`src/verilog/asct_defs.svh`:
```
// register map, field positions, reset values and sampling constants for the serial unit
`ifndef ASCT_DEFS_SVH
`define ASCT_DEFS_SVH
`define ASCT_STATUS_OFS 8'h00
`define ASCT_DATA_OFS 8'h04
`define ASCT_CTL1_OFS 8'h08
`define ASCT_CTL2_OFS 8'h0c
`define ASCT_BAUD_OFS 8'h10
`define ASCT_RXFINE_OFS 8'h14
`define ASCT_TXFINE_OFS 8'h18
`define ASCT_CTL1_M_BIT 4
`define ASCT_CTL1_WAKE_BIT 3
`define ASCT_CTL1_T9_BIT 6
`define ASCT_CTL_RST 8'h00
`define ASCT_BAUD_RST 8'h00
`define ASCT_FINE_RST 8'h00
`define ASCT_PR0 5'h01
`define ASCT_PR1 5'h03
`define ASCT_PR2 5'h04
`define ASCT_PR3 5'h0d
`define ASCT_LEN8 4'ha
`define ASCT_LEN9 4'hb
`define ASCT_SMP_A 4'h8
`define ASCT_SMP_B 4'h9
`define ASCT_SMP_C 4'ha
`define ASCT_EDGE_A 4'h3
`define ASCT_EDGE_B 4'h5
`define ASCT_EDGE_C 4'h7
`define ASCT_SUB_LAST 4'hf
`endif

```
`src/verilog/asct_pkg.sv`:
```
// types shared by the serial unit
package asct_pkg;
  typedef struct packed {
    logic tx_empty_irq_en;
    logic tx_done_irq_en;
    logic rx_full_irq_en;
    logic line_quiet_irq_en;
    logic tx_enable;
    logic rx_enable;
    logic mute_ctl;
    logic send_break_ctl;
  } asct_ctl_type;
  typedef struct packed {
    logic [1:0] coarse_divider;
    logic [2:0] tx_rate_divider;
    logic [2:0] rx_rate_divider;
  } asct_baud_type;
  typedef enum logic {RX_HUNT, RX_RECV} asct_rx_state_type;
endpackage : asct_pkg

```
`src/verilog/asct_top.sv`:
```
// asynchronous serial transmitter and receiver with mute, wishbone slave
//
// Contract
// status read then data write clears txe, tc
// write while sending goes to holding buffer
// write while idle loads shifter, txe set
// txe set when holding empties; interrupt if enabled
// tc set after stop bit; interrupt if enabled
// break frames while set, then one high bit
// enabling transmitter sends one idle frame first
// 8 or 9 bit words, ninth bit stored
// receive lsb first into holding buffer
// receiver enable starts start bit search
// completed word sets rx full, interrupt
// status read then data read clears full
// overrun flag, buffered word kept, interrupt
// samples 8,9,10 must agree else noise
// noise flag rises with full, no interrupt
// false start discarded, noise held for later
// missing stop or break sets framing flag
// idle frame acts as character, idle interrupt
// rate is clock/16/coarse/power of two
// nonzero fine divider divides further, zero bypasses
// mute blocks rx flags and rx interrupts
// idle or address mark wakes from mute
// line low start, high stop and idle
// ninth transmit bit from its own field
// sixteen samples, majority of 8,9,10
//
// Local design decisions: register access over Wishbone and the register offsets.
`timescale 1ns/1ps
`default_nettype none
`include "asct_defs.svh"
module asct_top import asct_pkg::*; (
  // clock and reset
  input wire logic CLK_IN,
  input wire logic RST_B_IN,
  // wishbone slave
  input wire logic WB_CYC_IN,
  input wire logic WB_STB_IN,
  input wire logic WB_WE_IN,
  input wire logic [7:0] WB_ADR_IN,
  input wire logic [3:0] WB_SEL_IN,
  input wire logic [31:0] WB_DAT_IN,
  output logic [31:0] WB_DAT_OUT,
  output logic WB_ACK_OUT,
  // interrupt
  input wire logic IRQ_MASK_IN,
  output logic IRQ_OUT,
  // serial line
  input wire logic SERIAL_IN,
  output logic TX_OUT
);
  asct_ctl_type ctl;
  asct_baud_type baud_select;
  logic [7:0] tx_fine_divider, rx_fine_divider, wdat, rd_val, tx_holding, rx_holding;
  logic m_sel, wake_sel, tx_ninth_bit, rx_ninth_bit, ack, seen;
  logic wb_req, wb_wr, wb_rd, st_rd, d_rd, d_wr;
  logic tx_buffer_empty_flag, tx_done_flag, rx_full_flag, idle_flag, ovr_flag, noise_flag, framing_flag;

  assign wb_req = WB_CYC_IN && WB_STB_IN && !ack;
  assign wb_wr = wb_req && WB_WE_IN && WB_SEL_IN[0];
  assign wb_rd = wb_req && !WB_WE_IN;
  assign wdat = WB_DAT_IN[7:0];
  assign st_rd = wb_rd && WB_ADR_IN == `ASCT_STATUS_OFS;
  assign d_rd = wb_rd && WB_ADR_IN == `ASCT_DATA_OFS;
  assign d_wr = wb_wr && WB_ADR_IN == `ASCT_DATA_OFS;
  assign WB_ACK_OUT = ack;

  always_ff @(posedge CLK_IN or negedge RST_B_IN) begin
    if (!RST_B_IN) begin
      ack <= 1'b0;
      WB_DAT_OUT <= 32'h0;
    end else begin
      ack <= wb_req;
      if (wb_rd) begin
        WB_DAT_OUT <= {24'h0, rd_val};
      end
    end
  end

  always_comb begin
    unique case (WB_ADR_IN)
      `ASCT_STATUS_OFS: rd_val = {tx_buffer_empty_flag, tx_done_flag, rx_full_flag, idle_flag,
                                  ovr_flag, noise_flag, framing_flag, 1'b0};
      `ASCT_DATA_OFS: rd_val = rx_holding;
      `ASCT_CTL1_OFS: rd_val = {rx_ninth_bit, tx_ninth_bit, 1'b0, m_sel, wake_sel, 3'h0};
      `ASCT_CTL2_OFS: rd_val = ctl;
      `ASCT_BAUD_OFS: rd_val = baud_select;
      `ASCT_RXFINE_OFS: rd_val = rx_fine_divider;
      `ASCT_TXFINE_OFS: rd_val = tx_fine_divider;
      default: rd_val = 8'h00;
    endcase
  end

  // the read-then-access sequence: armed by a status read, spent by any data access
  always_ff @(posedge CLK_IN or negedge RST_B_IN) begin
    if (!RST_B_IN) begin
      seen <= 1'b0;
    end else if (st_rd) begin
      seen <= 1'b1;
    end else if (d_rd || d_wr) begin
      seen <= 1'b0;
    end
  end

  // rate dividers
  function automatic logic [18:0] div_of(input logic [1:0] pr, input logic [2:0] r, input logic [7:0] e);
    logic [4:0] p;
    logic [18:0] d;
    unique case (pr)
      2'h0: p = `ASCT_PR0;
      2'h1: p = `ASCT_PR1;
      2'h2: p = `ASCT_PR2;
      2'h3: p = `ASCT_PR3;
    endcase
    d = 19'(p) << r;
    if (e != 8'h00) begin
      d = 19'(d * e);
    end
    return d;
  endfunction : div_of

  logic [18:0] tx_cnt, rx_cnt, tx_div, rx_div;
  logic tx_tick, rx_tick, tx_busy;
  assign tx_div = div_of(baud_select.coarse_divider, baud_select.tx_rate_divider, tx_fine_divider);
  assign rx_div = div_of(baud_select.coarse_divider, baud_select.rx_rate_divider, rx_fine_divider);
  assign tx_tick = tx_cnt == tx_div - 19'h1;
  assign rx_tick = ctl.rx_enable && rx_cnt == rx_div - 19'h1;

  always_ff @(posedge CLK_IN or negedge RST_B_IN) begin
    if (!RST_B_IN) begin
      tx_cnt <= 19'h0;
      rx_cnt <= 19'h0;
    end else begin
      tx_cnt <= (tx_tick || !(ctl.tx_enable || tx_busy)) ? 19'h0 : tx_cnt + 19'h1;
      rx_cnt <= (rx_tick || !ctl.rx_enable) ? 19'h0 : rx_cnt + 19'h1;
    end
  end

  // transmitter
  logic [10:0] tx_shift, tx_frame;
  logic [7:0] tx_word;
  logic [3:0] tx_left, tx_sub, frame_len;
  logic hold_full, post_one, idle_pend, te_d, bit_end, tx_end, tx_free;
  logic go_brk, go_one, go_idle, go_hold, go_direct;
  assign frame_len = m_sel ? `ASCT_LEN9 : `ASCT_LEN8;
  assign bit_end = tx_busy && tx_tick && tx_sub == `ASCT_SUB_LAST;
  assign tx_end = bit_end && tx_left == 4'h1;
  assign tx_free = ctl.tx_enable && (!tx_busy || tx_end);
  assign go_brk = tx_free && ctl.send_break_ctl;
  assign go_one = tx_free && !ctl.send_break_ctl && post_one;
  assign go_idle = tx_free && !ctl.send_break_ctl && !post_one && idle_pend;
  assign go_hold = tx_free && !ctl.send_break_ctl && !post_one && !idle_pend && hold_full;
  assign go_direct = tx_free && !tx_busy && !ctl.send_break_ctl && !post_one && !idle_pend &&
                     !hold_full && d_wr;
  assign tx_word = go_hold ? tx_holding : wdat;
  // stop high, start low, lsb first; 8-bit frames simply end before bit 10
  assign tx_frame = {1'b1, m_sel ? tx_ninth_bit : 1'b1, tx_word, 1'b0};
  assign TX_OUT = tx_shift[0];

  always_ff @(posedge CLK_IN or negedge RST_B_IN) begin
    if (!RST_B_IN) begin
      tx_shift <= 11'h7ff;
      tx_left <= 4'h0;
      tx_sub <= 4'h0;
      tx_busy <= 1'b0;
    end else if (go_brk || go_one || go_idle || go_hold || go_direct) begin
      tx_busy <= 1'b1;
      tx_sub <= 4'h0;
      tx_left <= go_one ? 4'h1 : frame_len;
      tx_shift <= go_brk ? 11'h000 : (go_one || go_idle) ? 11'h7ff : tx_frame;
    end else if (bit_end) begin
      // park the line high after the last bit, even after an 8-bit break frame
      tx_shift <= (tx_left == 4'h1) ? 11'h7ff : {1'b1, tx_shift[10:1]};
      tx_left <= tx_left - 4'h1;
      tx_sub <= 4'h0;
      tx_busy <= tx_left != 4'h1;
    end else if (tx_busy && tx_tick) begin
      tx_sub <= tx_sub + 4'h1;
    end
  end

  always_ff @(posedge CLK_IN or negedge RST_B_IN) begin
    if (!RST_B_IN) begin
      post_one <= 1'b0;
      idle_pend <= 1'b0;
      te_d <= 1'b0;
    end else begin
      te_d <= ctl.tx_enable;
      if (go_brk) begin
        post_one <= 1'b1;
      end else if (go_one) begin
        post_one <= 1'b0;
      end
      if (ctl.tx_enable && !te_d) begin
        idle_pend <= 1'b1;
      end else if (go_idle) begin
        idle_pend <= 1'b0;
      end
    end
  end

  // dropping the enable discards the held word
  always_ff @(posedge CLK_IN or negedge RST_B_IN) begin
    if (!RST_B_IN) begin
      hold_full <= 1'b0;
      tx_holding <= 8'h00;
    end else if (!ctl.tx_enable) begin
      hold_full <= 1'b0;
    end else if (d_wr && !go_direct) begin
      hold_full <= 1'b1;
      tx_holding <= wdat;
    end else if (go_hold) begin
      hold_full <= 1'b0;
    end
  end

  always_ff @(posedge CLK_IN or negedge RST_B_IN) begin
    if (!RST_B_IN) begin
      tx_buffer_empty_flag <= 1'b1;
      tx_done_flag <= 1'b1;
    end else begin
      if (go_hold || go_direct || !ctl.tx_enable) begin
        tx_buffer_empty_flag <= 1'b1;
      end else if (seen && d_wr) begin
        tx_buffer_empty_flag <= 1'b0;
      end
      if (tx_end) begin
        tx_done_flag <= 1'b1;
      end else if (seen && d_wr) begin
        tx_done_flag <= 1'b0;
      end
    end
  end

  // receiver
  asct_rx_state_type rx_state;
  logic [8:0] rx_sh;
  logic [7:0] idle_cnt;
  logic [3:0] scnt, k, bit_idx, stop_idx;
  logic [2:0] hist;
  logic v8, v9, maj, dis, edge_bad, noise_acc, nf_pend, idle_armed, re_d;
  logic eval, rx_done, idle_evt, wake_addr, accept;
  assign k = scnt + 4'h1;
  assign stop_idx = m_sel ? 4'ha : 4'h9;
  assign maj = (v8 & v9) | (v8 & SERIAL_IN) | (v9 & SERIAL_IN);
  assign dis = !(v8 == v9 && v9 == SERIAL_IN);
  assign eval = rx_tick && rx_state == RX_RECV && k == `ASCT_SMP_C;
  assign rx_done = eval && bit_idx == stop_idx;
  assign idle_evt = rx_tick && rx_state == RX_HUNT && idle_armed && SERIAL_IN &&
                    idle_cnt == {frame_len, 4'h0} - 8'h1;
  assign wake_addr = ctl.mute_ctl && wake_sel && rx_sh[8];
  assign accept = rx_done && (!ctl.mute_ctl || wake_addr);

  always_ff @(posedge CLK_IN or negedge RST_B_IN) begin
    if (!RST_B_IN) begin
      rx_state <= RX_HUNT;
      hist <= 3'h0;
      scnt <= 4'h0;
      bit_idx <= 4'h0;
      v8 <= 1'b0;
      v9 <= 1'b0;
      edge_bad <= 1'b0;
      noise_acc <= 1'b0;
      rx_sh <= 9'h000;
    end else if (!ctl.rx_enable) begin
      rx_state <= RX_HUNT;
      hist <= 3'h0;
    end else if (rx_tick) begin
      unique case (rx_state)
        RX_HUNT: begin
          hist <= {hist[1:0], SERIAL_IN};
          if (!SERIAL_IN && hist == 3'h7) begin
            rx_state <= RX_RECV;
            scnt <= 4'h1;
            bit_idx <= 4'h0;
            edge_bad <= 1'b0;
            noise_acc <= 1'b0;
          end
        end
        RX_RECV: begin
          scnt <= k;
          if (k == `ASCT_SMP_A) v8 <= SERIAL_IN;
          if (k == `ASCT_SMP_B) v9 <= SERIAL_IN;
          if (bit_idx == 4'h0 && SERIAL_IN &&
              (k == `ASCT_EDGE_A || k == `ASCT_EDGE_B || k == `ASCT_EDGE_C)) begin
            edge_bad <= 1'b1;
          end
          if (eval) begin
            bit_idx <= bit_idx + 4'h1;
            if (bit_idx == 4'h0) begin
              noise_acc <= edge_bad;
              if (v8 || v9 || SERIAL_IN) begin
                rx_state <= RX_HUNT;
                hist <= 3'h0;
              end
            end else if (bit_idx == stop_idx) begin
              rx_state <= RX_HUNT;
              hist <= {3{maj}};
            end else begin
              rx_sh <= {maj, rx_sh[8:1]};
              noise_acc <= noise_acc | dis;
            end
          end
        end
      endcase
    end
  end

  // idle detection re-arms after each frame and on enable
  always_ff @(posedge CLK_IN or negedge RST_B_IN) begin
    if (!RST_B_IN) begin
      idle_cnt <= 8'h0;
      idle_armed <= 1'b0;
      re_d <= 1'b0;
    end else begin
      re_d <= ctl.rx_enable;
      if (rx_tick) begin
        idle_cnt <= (rx_state == RX_HUNT && SERIAL_IN) ? idle_cnt + 8'h1 : 8'h0;
      end
      if ((ctl.rx_enable && !re_d) || rx_done) begin
        idle_armed <= 1'b1;
      end else if (idle_evt) begin
        idle_armed <= 1'b0;
      end
    end
  end

  // receive flags; hardware set wins over the software clear sequence
  always_ff @(posedge CLK_IN or negedge RST_B_IN) begin
    if (!RST_B_IN) begin
      rx_full_flag <= 1'b0;
      ovr_flag <= 1'b0;
      noise_flag <= 1'b0;
      framing_flag <= 1'b0;
      idle_flag <= 1'b0;
      nf_pend <= 1'b0;
      rx_holding <= 8'h00;
      rx_ninth_bit <= 1'b0;
    end else begin
      if (seen && d_rd) begin
        rx_full_flag <= 1'b0;
        ovr_flag <= 1'b0;
        noise_flag <= 1'b0;
        framing_flag <= 1'b0;
        idle_flag <= 1'b0;
      end
      if (eval && bit_idx == 4'h0 && (v8 || v9 || SERIAL_IN)) begin
        nf_pend <= 1'b1;
      end
      if (accept && rx_full_flag && !(seen && d_rd)) begin
        ovr_flag <= 1'b1;
      end else if (accept) begin
        rx_full_flag <= 1'b1;
        rx_holding <= m_sel ? rx_sh[7:0] : rx_sh[8:1];
        rx_ninth_bit <= rx_sh[8];
        noise_flag <= noise_acc | dis | nf_pend;
        framing_flag <= !maj;
        nf_pend <= 1'b0;
      end
      if (idle_evt && !ctl.mute_ctl) begin
        idle_flag <= 1'b1;
      end
    end
  end

  // software control registers; a mute write wins over a hardware wake
  always_ff @(posedge CLK_IN or negedge RST_B_IN) begin
    if (!RST_B_IN) begin
      ctl <= `ASCT_CTL_RST;
      baud_select <= `ASCT_BAUD_RST;
      tx_fine_divider <= `ASCT_FINE_RST;
      rx_fine_divider <= `ASCT_FINE_RST;
      m_sel <= 1'b0;
      wake_sel <= 1'b0;
      tx_ninth_bit <= 1'b0;
    end else begin
      if ((idle_evt && ctl.mute_ctl && !wake_sel) || (rx_done && wake_addr)) begin
        ctl.mute_ctl <= 1'b0;
      end
      if (wb_wr) begin
        unique case (WB_ADR_IN)
          `ASCT_CTL1_OFS: begin
            m_sel <= wdat[`ASCT_CTL1_M_BIT];
            wake_sel <= wdat[`ASCT_CTL1_WAKE_BIT];
            tx_ninth_bit <= wdat[`ASCT_CTL1_T9_BIT];
          end
          `ASCT_CTL2_OFS: ctl <= wdat;
          `ASCT_BAUD_OFS: baud_select <= wdat;
          `ASCT_RXFINE_OFS: rx_fine_divider <= wdat;
          `ASCT_TXFINE_OFS: tx_fine_divider <= wdat;
          default: ;
        endcase
      end
    end
  end

  // global mask comes from the cpu; mute also hides receive sources
  assign IRQ_OUT = !IRQ_MASK_IN && ((tx_buffer_empty_flag && ctl.tx_empty_irq_en) ||
                   (tx_done_flag && ctl.tx_done_irq_en) ||
                   (!ctl.mute_ctl && (((rx_full_flag || ovr_flag) && ctl.rx_full_irq_en) ||
                   (idle_flag && ctl.line_quiet_irq_en))));
endmodule : asct_top
`default_nettype wire

```
`config.mk`:
```
export PLATFORM = sky130hd
export DESIGN_NAME = asct_top
export DESIGN_NICKNAME = d
export VERILOG_FILES = /design/src/verilog/asct_pkg.sv /design/src/verilog/asct_top.sv
export VERILOG_INCLUDE_DIRS = /design/src /design/src/verilog
export SDC_FILE = /design/constraint.sdc
export NUM_CORES = 1
export LEC_CHECK = 0
export ABC_AREA = 1
export BUFFER_PORTS_ARGS = -buffer_cell sky130_fd_sc_hd__buf_2
export CORE_ASPECT_RATIO = 0.7
export CORE_UTILIZATION = 55
export CTS_CLUSTER_SIZE = 14
export DETAILED_ROUTE_END_ITERATION = 8
export PLACE_DENSITY = 0.76
export RECOVER_POWER = 25
export SYNTH_ARGS = -nofsm -noshare
export SYNTH_HDL_FRONTEND = slang
export SYNTH_SLANG_ARGS = --single-unit
```
`constraint.sdc`:
```
create_clock -name CLK_IN -period 6.45 [get_ports CLK_IN]
set_clock_uncertainty 0.05 [all_clocks]
set_input_delay 1.29 -clock CLK_IN [delete_from_list [all_inputs] [get_ports CLK_IN]]
set_output_delay 1.29 -clock CLK_IN [all_outputs]
set_load 0.02 [all_outputs]
```
Yosys cells after proc, flatten, opt, wreduce, memory -nomap -nowiden
Cells that the tools add are included.
- bitwise gates (word level): 11
- add/subtract/negate cells: 10
- multipliers: 2
- multiplexer cells: 84
- shifts and indexed selects: 2
- equality and inequality tests: 34
- reduce and logical (&&, ||, !) cells: 133
- operator list (cell ; count):
    $mux W19 ; 4
    $logic_and A1 B1 Y1 ; 60
    $pmux W8 S7 ; 1
    $mux W1 ; 46
    $add A19 B1 Y19 const B ; 2
    $eq A19 B19 Y1 ; 2
    $mul A19 B8 Y19 ; 2
    $shl A5 B3 Y19 ; 2
    $sub A19 B1 Y19 const B ; 2
    $mux W4 ; 9
    $mux W11 ; 3
    $eq A8 B5 Y1 const B ; 3
    $mux W8 ; 3
    $logic_or A1 B1 Y1 ; 23
    $logic_not A1 Y1 ; 20
    $mux W10 ; 2
    $pmux W5 S4 ; 1
    $reduce_and A4 Y1 ; 5
    $mux W3 ; 6
    $reduce_bool A2 Y1 ; 9
    $eq A4 B4 Y1 const B ; 4
    $eq A8 B4 Y1 const B ; 2
    $pmux W4 S2 ; 2
    $reduce_bool A8 Y1 ; 2
    other kinds (34) ; 61
- logic and storage cells: 328
- bits in registers: 167
- bits of input ports: 51
- output and inout bits: 35

Logic depth before layout (Yosys ltp)
Gate-level depths: netlist of the first run.
- depth in word-level cells: 22
- depth in mapped cells: 44
- gate-level depth less buffers: 43

Least setup slack after synthesis of the first run
No wires, ideal clock.
- path kind: register to register
- start point: register baud_select[6] in the netlist's numbering
- end point: register rx_sh[8]
- slack: 0.288 ns
- stages on the path, launching flop included: 31
- data required time: 6.283 ns
- clock period less this slack: 6.162 ns
- setup time: 0.117 ns
- buffers on the path: 2
- arrival: 5.995 ns
- cell sequence: dfrtp_1 buf_4 nand2_2 nand2_1 o21ai_1 o21ai_0 nand2_1 nand2_1 nand2_1 fa_1 fa_1 fa_1 fa_1 inv_1 ha_1 a21oi_1 o21ai_0 nand2_1 nand4_1 or2_2 nand3_1 inv_1 nor3_1 nand4_1 xnor3_1 nand3_1 nor3_4 nand4_4 buf_6 nand2_1 o21ai_2
- word-level cells in the longest chain between the ends: 11
- elaborated cells between the ends (all ways): 14
- those cells by class: add/sub: 1; mul: 1; eq/ne: 4; shift: 1; mux: 2; reduce/logical: 5
- ends and longest elaborated chain (element ; RTL line ; text):
    start, declared ; asct_top.sv:55 ; asct_baud_type baud_select;
    start signal, assigned ; asct_top.sv:372 ; baud_select <= `ASCT_BAUD_RST;
    start signal, assigned ; asct_top.sv:390 ; `ASCT_BAUD_OFS: baud_select <= wdat;
    $eq A2 B2 Y1 (tied with other cells) ; asct_top.sv:111 ; unique case (pr)
    $pmux W5 S4 * ; asct_top.sv:111 ;
    $shl A5 B3 Y19 * ; asct_top.sv:117 ; d = 19'(p) << r;
    $mul A19 B8 Y19 ; asct_top.sv:119 ; d = 19'(d * e);
    $mux W19 * ; asct_top.sv:118 ; if (e != 8'h00) begin
    $sub A19 B1 Y19 * ; asct_top.sv:129 ; assign rx_tick = ctl.rx_enable && rx_cnt == rx_div - 19'h1;
    $eq A19 B19 Y1 * ; asct_top.sv:129 ;
    $logic_and A1 B1 Y1 * ; asct_top.sv:129 ;
    $logic_and A1 B1 Y1 ; asct_top.sv:249 ; assign eval = rx_tick && rx_state == RX_RECV && k == `ASCT_SMP_C;
    $logic_and A1 B1 Y1 (no source line) ; n/a ;
    $reduce_and A6 Y1 (no source line) * ; n/a ;
    end signal, assigned ; asct_top.sv:302 ; rx_sh <= {maj, rx_sh[8:1]};
    end, declared ; asct_top.sv:239 ; logic [8:0] rx_sh;
Mark *: on every way between the ends. The rest lies on a longest branch, timed or not. The select of a mux whose other input is x is not followed.
A chain may end at the register's enable or synchronous reset.

Worst setup path in the final report of the first run
- start point: register baud_select[7] in the netlist's numbering
- end point: register tx_left[3]
- word-level cells in the longest chain between the ends: 20
- elaborated cells between the ends (all ways): 35
- those cells by class: add/sub: 1; mul: 1; eq/ne: 4; shift: 1; mux: 4; reduce/logical: 24
- ends and longest elaborated chain (element ; RTL line ; text):
    $eq A2 B2 Y1 (tied with other cells) ; asct_top.sv:111 ;
    $pmux W5 S4 * ; asct_top.sv:111 ;
    $shl A5 B3 Y19 * ; asct_top.sv:117 ;
    $mul A19 B8 Y19 ; asct_top.sv:119 ;
    $mux W19 * ; asct_top.sv:118 ;
    $sub A19 B1 Y19 * ; asct_top.sv:128 ; assign tx_tick = tx_cnt == tx_div - 19'h1;
    $eq A19 B19 Y1 * ; asct_top.sv:128 ;
    $logic_and A1 B1 Y1 * ; asct_top.sv:148 ; assign bit_end = tx_busy && tx_tick && tx_sub == `ASCT_SUB_LAST;
    $logic_and A1 B1 Y1 (no source line) * ; n/a ;
    $logic_and A1 B1 Y1 ; asct_top.sv:149 ; assign tx_end = bit_end && tx_left == 4'h1;
    $logic_or A1 B1 Y1 ; asct_top.sv:150 ; assign tx_free = ctl.tx_enable && (!tx_busy || tx_end);
    $logic_and A1 B1 Y1 ; asct_top.sv:150 ;
    $logic_and A1 B1 Y1 (5 in series) ; asct_top.sv:155 ; assign go_direct = tx_free && !tx_busy && !ctl.send_break_ctl && !post_one && !idle_pend &&
    $logic_and A1 B1 Y1 ; asct_top.sv:156 ; !hold_full && d_wr;
    $logic_or A1 B1 Y1 ; asct_top.sv:168 ; end else if (go_brk || go_one || go_idle || go_hold || go_direct) begin
    $mux W4 or $reduce_bool A2 Y1 (tied branches) ; n/a ;
    end signal, assigned ; asct_top.sv:171 ; tx_left <= go_one ? 4'h1 : frame_len;
    end signal, assigned ; asct_top.sv:176 ; tx_left <= tx_left - 4'h1;
    end, declared ; asct_top.sv:144 ; logic [3:0] tx_left, tx_sub, frame_len;
Marks and branches as above.

==> results of run 1 <==
## state kept, by name (all words and copies together) (netlist names), 3 cells and up
name	cells
tx_shift	11
tx_left	4
WB_DAT_OUT	8
rx_cnt	19
hist	3
rx_holding	8
baud_select	8
tx_sub	4
tx_cnt	19
scnt	4
tx_fine_divider	8
ctl	8
rx_fine_divider	8
tx_holding	8
rx_sh	9
bit_idx	4
idle_cnt	8
## cells in the mapped netlist, drive strengths merged (18+ instances only)
master  instances
nand2         682
inv           399
nor2          284
nand3         186
dfrtp         154
o21ai         133
fa            108
ha             96
a21oi          65
nand4          57
buf            53
nor3           39
xor2           38
clkbuf         22
nand3b         19
or2            18
## report_power, final
part / switching [mW] / internal (mW)
Sequential: 0.0593 / 1.12
Combinational: 0.425 / 0.284
Clock: 0.517 / 0.525
Total: 1.00 / 1.93
## layer usage
| metal | track usage (%) | vias to the layer above | share of wire (%) |
|---|---|---|---|
| li1 | - | 8305 | - |
| met1 | 46.3 | 8514 | 45 |
| met2 | 47.4 | 773 | 45 |
| met3 | 5.18 | 73 | 8.8 |
| met4 | 7.36 | 0 | 1.8 |
| met5 | 0 | - | 0 |
## cell usage in the layout, fill, tap and decap left out, drive strengths merged, types with 20 or more instances in the layout
cell type and count:
a21oi 65, buf 301, clkbuf 20, conb 24
dfrtp 154, fa 108, ha 96, inv 407
nand2 683, nand3 186, nand4 57, nor2 285
nor3 39, o21ai 133, xor2 38
## worst reg2reg max path: cells and delay by family, from the launching register on
family / cells / cell delay (ps)
adders and majority gates: 5 / 2460
DFF: 1 / 420
and+or+nand+nor: 29 / 3060
buffers and inverters: 5 / 500
## path summary, 6_finish.rpt
kind / end / slack (ps)
max in group asynchronous: idle_cnt[4] / 1500
min in group asynchronous: tx_fine_divider[5] / 1140
hold reg to reg: idle_pend / 400
setup / recovery: tx_left[3] / -110
hold / removal: idle_pend / 400
setup reg to reg: tx_left[3] / -110
## area by class of cell
| cell class | instances | area [um^2] |
|---|---|---|
| Multi-Input combinational cell | 1837 | 12900 |
| Fill cell | 2315 | 8950 |
| Sequential cell | 167 | 4200 |
| Timing Repair Buffer | 304 | 2380 |
| Inverter | 402 | 1530 |
| Tap cell | 420 | 526 |
| Clock buffer | 17 | 425 |
| Clock inverter | 15 | 175 |
| Antenna cell | 1 | 2.50 |
## kinds of logic (layout without fill, tap and decap cells)
family	Yosys count	count (layout)	share of synthesized area (%)
fa+ha+maj	204	204	19.3
compound gates	255	256	8.81
flops	167	167	24.1
xor+xnor	49	49	2.66
buf+inv	477	738	11.6
other cells	1	25	0.0215
simple gates	1302	1304	33.6
## metrics by stage
step / TNS, ps / instances / util, % / hold WS [ps] / power [mW]
after floorplan: 0 / 2478 / - / 322 / 1.59
after global routing: -21580 / 3163 / 71.3 / 419 / 3.06
final: -2080 / 3163 / 71.3 / 402 / 2.93
after CTS: -59.6 / 3145 / 67.5 / 394 / 2.87
after detailed placement: -28290 / 3071 / 62.1 / 384 / 1.78
after global placement: -14850 / 3071 / 62.1 / 364 / 1.76
## repair_timing
action,CTS,global route
gates cloned,3,1
setup endpoints to repair,112,113
gates resized for setup,180,289
pin swaps,78,136
setup buffers,39,20
==> impl_metrics.tcl, run 1 <==
set metrics [dict create \
    status "finished with violations" \
    failed_checks "capacitance limit, slew limit, setup timing" \
    async_reset_ff_share_pct 100 \
    gp_congestion 0.942 \
    die_h_um 151 \
    cp.required_ps 6740 \
    die_x_um 215 \
    min_period_ps 6560 \
    grt_max_degree 88 \
    area_growth_pct 27.3 \
    clk_latency_ps 440 \
    crit_path_top_delay_cell "fa_1" \
    cts_tree "yes" \
    placed_area_um2 19300 \
    yosysTopAreaCellShare_pct 22.1 \
    hpwl_um 38200 \
    holdCritStartpoint "te_d" \
    ant_nets 0 \
    worstPathMaxFanout 8 \
    final_hold_viol_count 0 \
    synthesis.instances 2455 \
    first_pass_iters 6 \
    final_max_slew_viol_count 61 \
    core_um2 31100 \
    cp-end-kind "register" \
    finalSetupViolations 39 \
    slew_headroom_pct -115 \
    vias 17665 \
    overflow 0 \
    ys_warn_count 0 \
    drt-initial-drc-count 1800 \
    cpPeakStageDelay_ps 590 \
    wl_per_cell_um 16.4 \
    antenna_found_initial 1 \
    dp_slack_ps -519 \
    hold_depth 1 \
    numCtsBuffers 17 \
    critPathTopFamily "simple AND/OR/NAND/NOR gates" \
    track_usage_pct 31.2 \
    synth_seq_area_share_pct 24.1 \
    via_per_inst 5.58 \
    portBuffers 34 \
    cts-htree-levels 4 \
    startpoint_type "register" \
    path_buf_inv 5 \
    synth_edf_count 0 \
    layout.nets 2984 \
    initial_core_util_pct 56.0 \
    grt_pass1_vias 16352 \
    clock-sinks 167 \
    r2r-start "baud_select[7]" \
    cts_hold_buf 0 \
    tightest_slew_ps 3220 \
    fin_crit_sh_pct 102 \
    syn_avg_cell_area_um2 7.10 \
    clockBufferDepth 2 \
    p_per_area_nw_per_um2 132 \
    synth_flop_cell "dfrtp_1" \
    drive_above_1_share_pct 29.0 \
    hold_path.class "reg2reg" \
    fin_area_um2 22200 \
    startpoint "baud_select[7]" \
    grt_pass1_wl_um 81200 \
    ios 86 \
    fmax_mhz 152 \
    drc_errors 0 \
    dieArea_um2 32400 \
    critPathMostFrequentCell "nand2_4" \
    syn_area_um2 17400 \
    row_count 54 \
    cts.clk_slew.worst_paths_ps 80 \
    routed_wl_um 51800 \
    cp.depth 39 \
    path_class "reg2reg" \
    grt_setup_unrepaired "yes" \
    p_leak_nw 10.9 \
    synth.top_cells.by_area "dfrtp_1 22%, nand2_1 14%, fa_1 12%, inv_1 8.2%, ha_1 6.9%" \
    max_cap_violations 1 \
    final.setup.worst_slack_ps -110 \
    reg2reg_depth 39 \
    cts-root-buf "clkbuf_16" \
    synth_largest_area_cell "dfrtp_1" \
    synth_seq_cells 167 \
    arrival_ps 6850 \
    synthDistinctLibCells 62 \
    peakVddDrop_mv 0.207 \
]
Power figures use the tool's default switching activity.
==> inputs of run 2 (changes only) <==
CTS_BUF_LIST = sky130_fd_sc_hd__clkbuf_4   (was default)
MAX_ROUTING_LAYER = met4   (was default)
==> impl_metrics.tcl, run 2 (same netlist as run 1, synthesis figures left out) <==
set metrics [dict create \
    cts.clk_slew.worst_paths_ps 170 \
    dp.cells 3074 \
    hpwl_um 38400 \
    ant_nets 0 \
    pwr-share-clk_pct 25.8 \
    area_growth_pct 26.9 \
    final_max_slew_viol_count 98 \
    layout.nets 2999 \
    cpPeakStageDelay_ps 540 \
    cts_hold_buf 0 \
    cp.required_ps 6950 \
    fin_crit_sh_pct 103 \
    vias 17485 \
    startpoint_type "register" \
    dp_slack_ps -542 \
    path_buf_inv 7 \
    cp-end-kind "register" \
    instances_no_fill 3178 \
    slew_headroom_pct -210 \
    clock-sinks 167 \
    critPathTopFamily "simple AND/OR/NAND/NOR gates" \
    p_leak_nw 10.8 \
    die_h_um 151 \
    hold_path.class "reg2reg" \
    cts_tree "yes" \
    max_cap_violations 1 \
    antenna_found_initial 1 \
    status "finished with violations" \
    clockBufferDepth 2 \
    intPower_mw 1.57 \
    first_pass_iters 6 \
    worstPathMaxFanout 6 \
    final.setup.worst_slack_ps -203 \
    switching_power_uw 952 \
    die_x_um 215 \
    track_usage_pct 31.7 \
    gp_congestion 0.954 \
    grt_pass1_wl_um 79900 \
    routed_wl_um 51300 \
    grt_max_degree 98 \
    peakVddDrop_mv 0.217 \
    p_sw_share_pct 37.7 \
    numCtsBuffers 17 \
    crit_path_top_delay_cell "fa_1" \
    p_per_area_nw_per_um2 114 \
    core_um2 31100 \
    r2r_setup_slack_ps -200 \
    ios 86 \
    finalSetupViolations 66 \
    cts-root-buf "clkbuf_4" \
    overflow 0 \
    final_common_cell "nand2_1" \
    failed_checks "capacitance limit, slew limit, setup timing" \
    seqPwrFrac_pct 46.5 \
    drive_above_1_share_pct 30.5 \
    via_per_inst 5.50 \
    grt_setup_unrepaired "yes" \
    min_period_ps 6650 \
    arrival_ps 7160 \
    portBuffers 34 \
    reg.largest.list "rx_cnt x19, tx_cnt x19, tx_shift x11" \
    pwr-share-comb_pct 27.7 \
    layout_common_cells "558 x nand2_1, 347 x inv_1, 243 x buf_4" \
    final_hold_viol_count 0 \
    row_count 54 \
    wl_per_cell_um 16.1 \
    drt-initial-drc-count 1613 \
    dieArea_um2 32400 \
    cts-htree-levels 4 \
    fmax_mhz 150 \
    grt_pass1_vias 16044 \
    path_class "reg2reg" \
    p_total_mw 2.53 \
    drc_errors 0 \
    initial_core_util_pct 56.0 \
    clk_latency_ps 620 \
    tightest_slew_ps 4650 \
]
## run 2: area by class of cell
class	count	area, um^2
tap	420	526
sequential	167	4200
clock inverter	15	179
multi-input combinational	1838	13100
clock buffer	17	128
timing repair buffer	318	2490
antenna	1	2.50
fill	2397	9030
inverter	402	1530
## run 2: power by group through the flow
| stage | sequential, mW | combinational [mW] | clock (mW) |
|---|---|---|---|
| after global placement | 1.19 | 0.574 | 0 |
| after CTS | 1.17 | 0.628 | 0.662 |
| after global routing | 1.18 | 0.765 | 0.700 |
| after floorplan | 1.18 | 0.411 | 0 |
| after detailed placement | 1.19 | 0.593 | 0 |
| final | 1.17 | 0.701 | 0.651 |
## run 2: timing repair
action                                 CTS  global route
resized for setup                      225           276
pin swaps                               91           167
buffers inserted                        37            32
endpoints found under the hold margin    0             0
cloned                                   3             2
setup endpoints to repair              112           113
## run 2: worst paths after layout
check	endpoint	cells after the start	start
min	idle_pend	1	te_d
max	rx_holding[7]	36	baud_select[6]
max reg2reg	rx_holding[7]	36	baud_select[6]
min reg2reg	idle_pend	1	te_d
min in group asynchronous	tx_fine_divider[7]	1	RST_B_IN
max in group asynchronous	baud_select[0]	1	RST_B_IN
## run 2: per-stage QoR
step / setup TNS [ps] / util [%] / hold WS (ps) / instance area (um^2)
2_1_floorplan: 0 / - / 322 / 17500
3_3_place_gp: -21950 / 62.2 / 363 / 19400
3_5_place_dp: -32070 / 62.2 / 387 / 19400
4_1_cts: -99.6 / 67.1 / 406 / 20900
5_1_grt: -29790 / 71.0 / 428 / 22100
6_report: -7180 / 71.0 / 405 / 22100
## run 2: metal layers
metal | vias up | global-route usage [%] | share of wire, %
li1 | 8332 | - | -
met2 | 680 | 47.2 | 45
met4 | 0 | 5.61 | 0.99
met5 | - | - | 0
met1 | 8422 | 45.7 | 45
met3 | 51 | 5.36 | 8.7
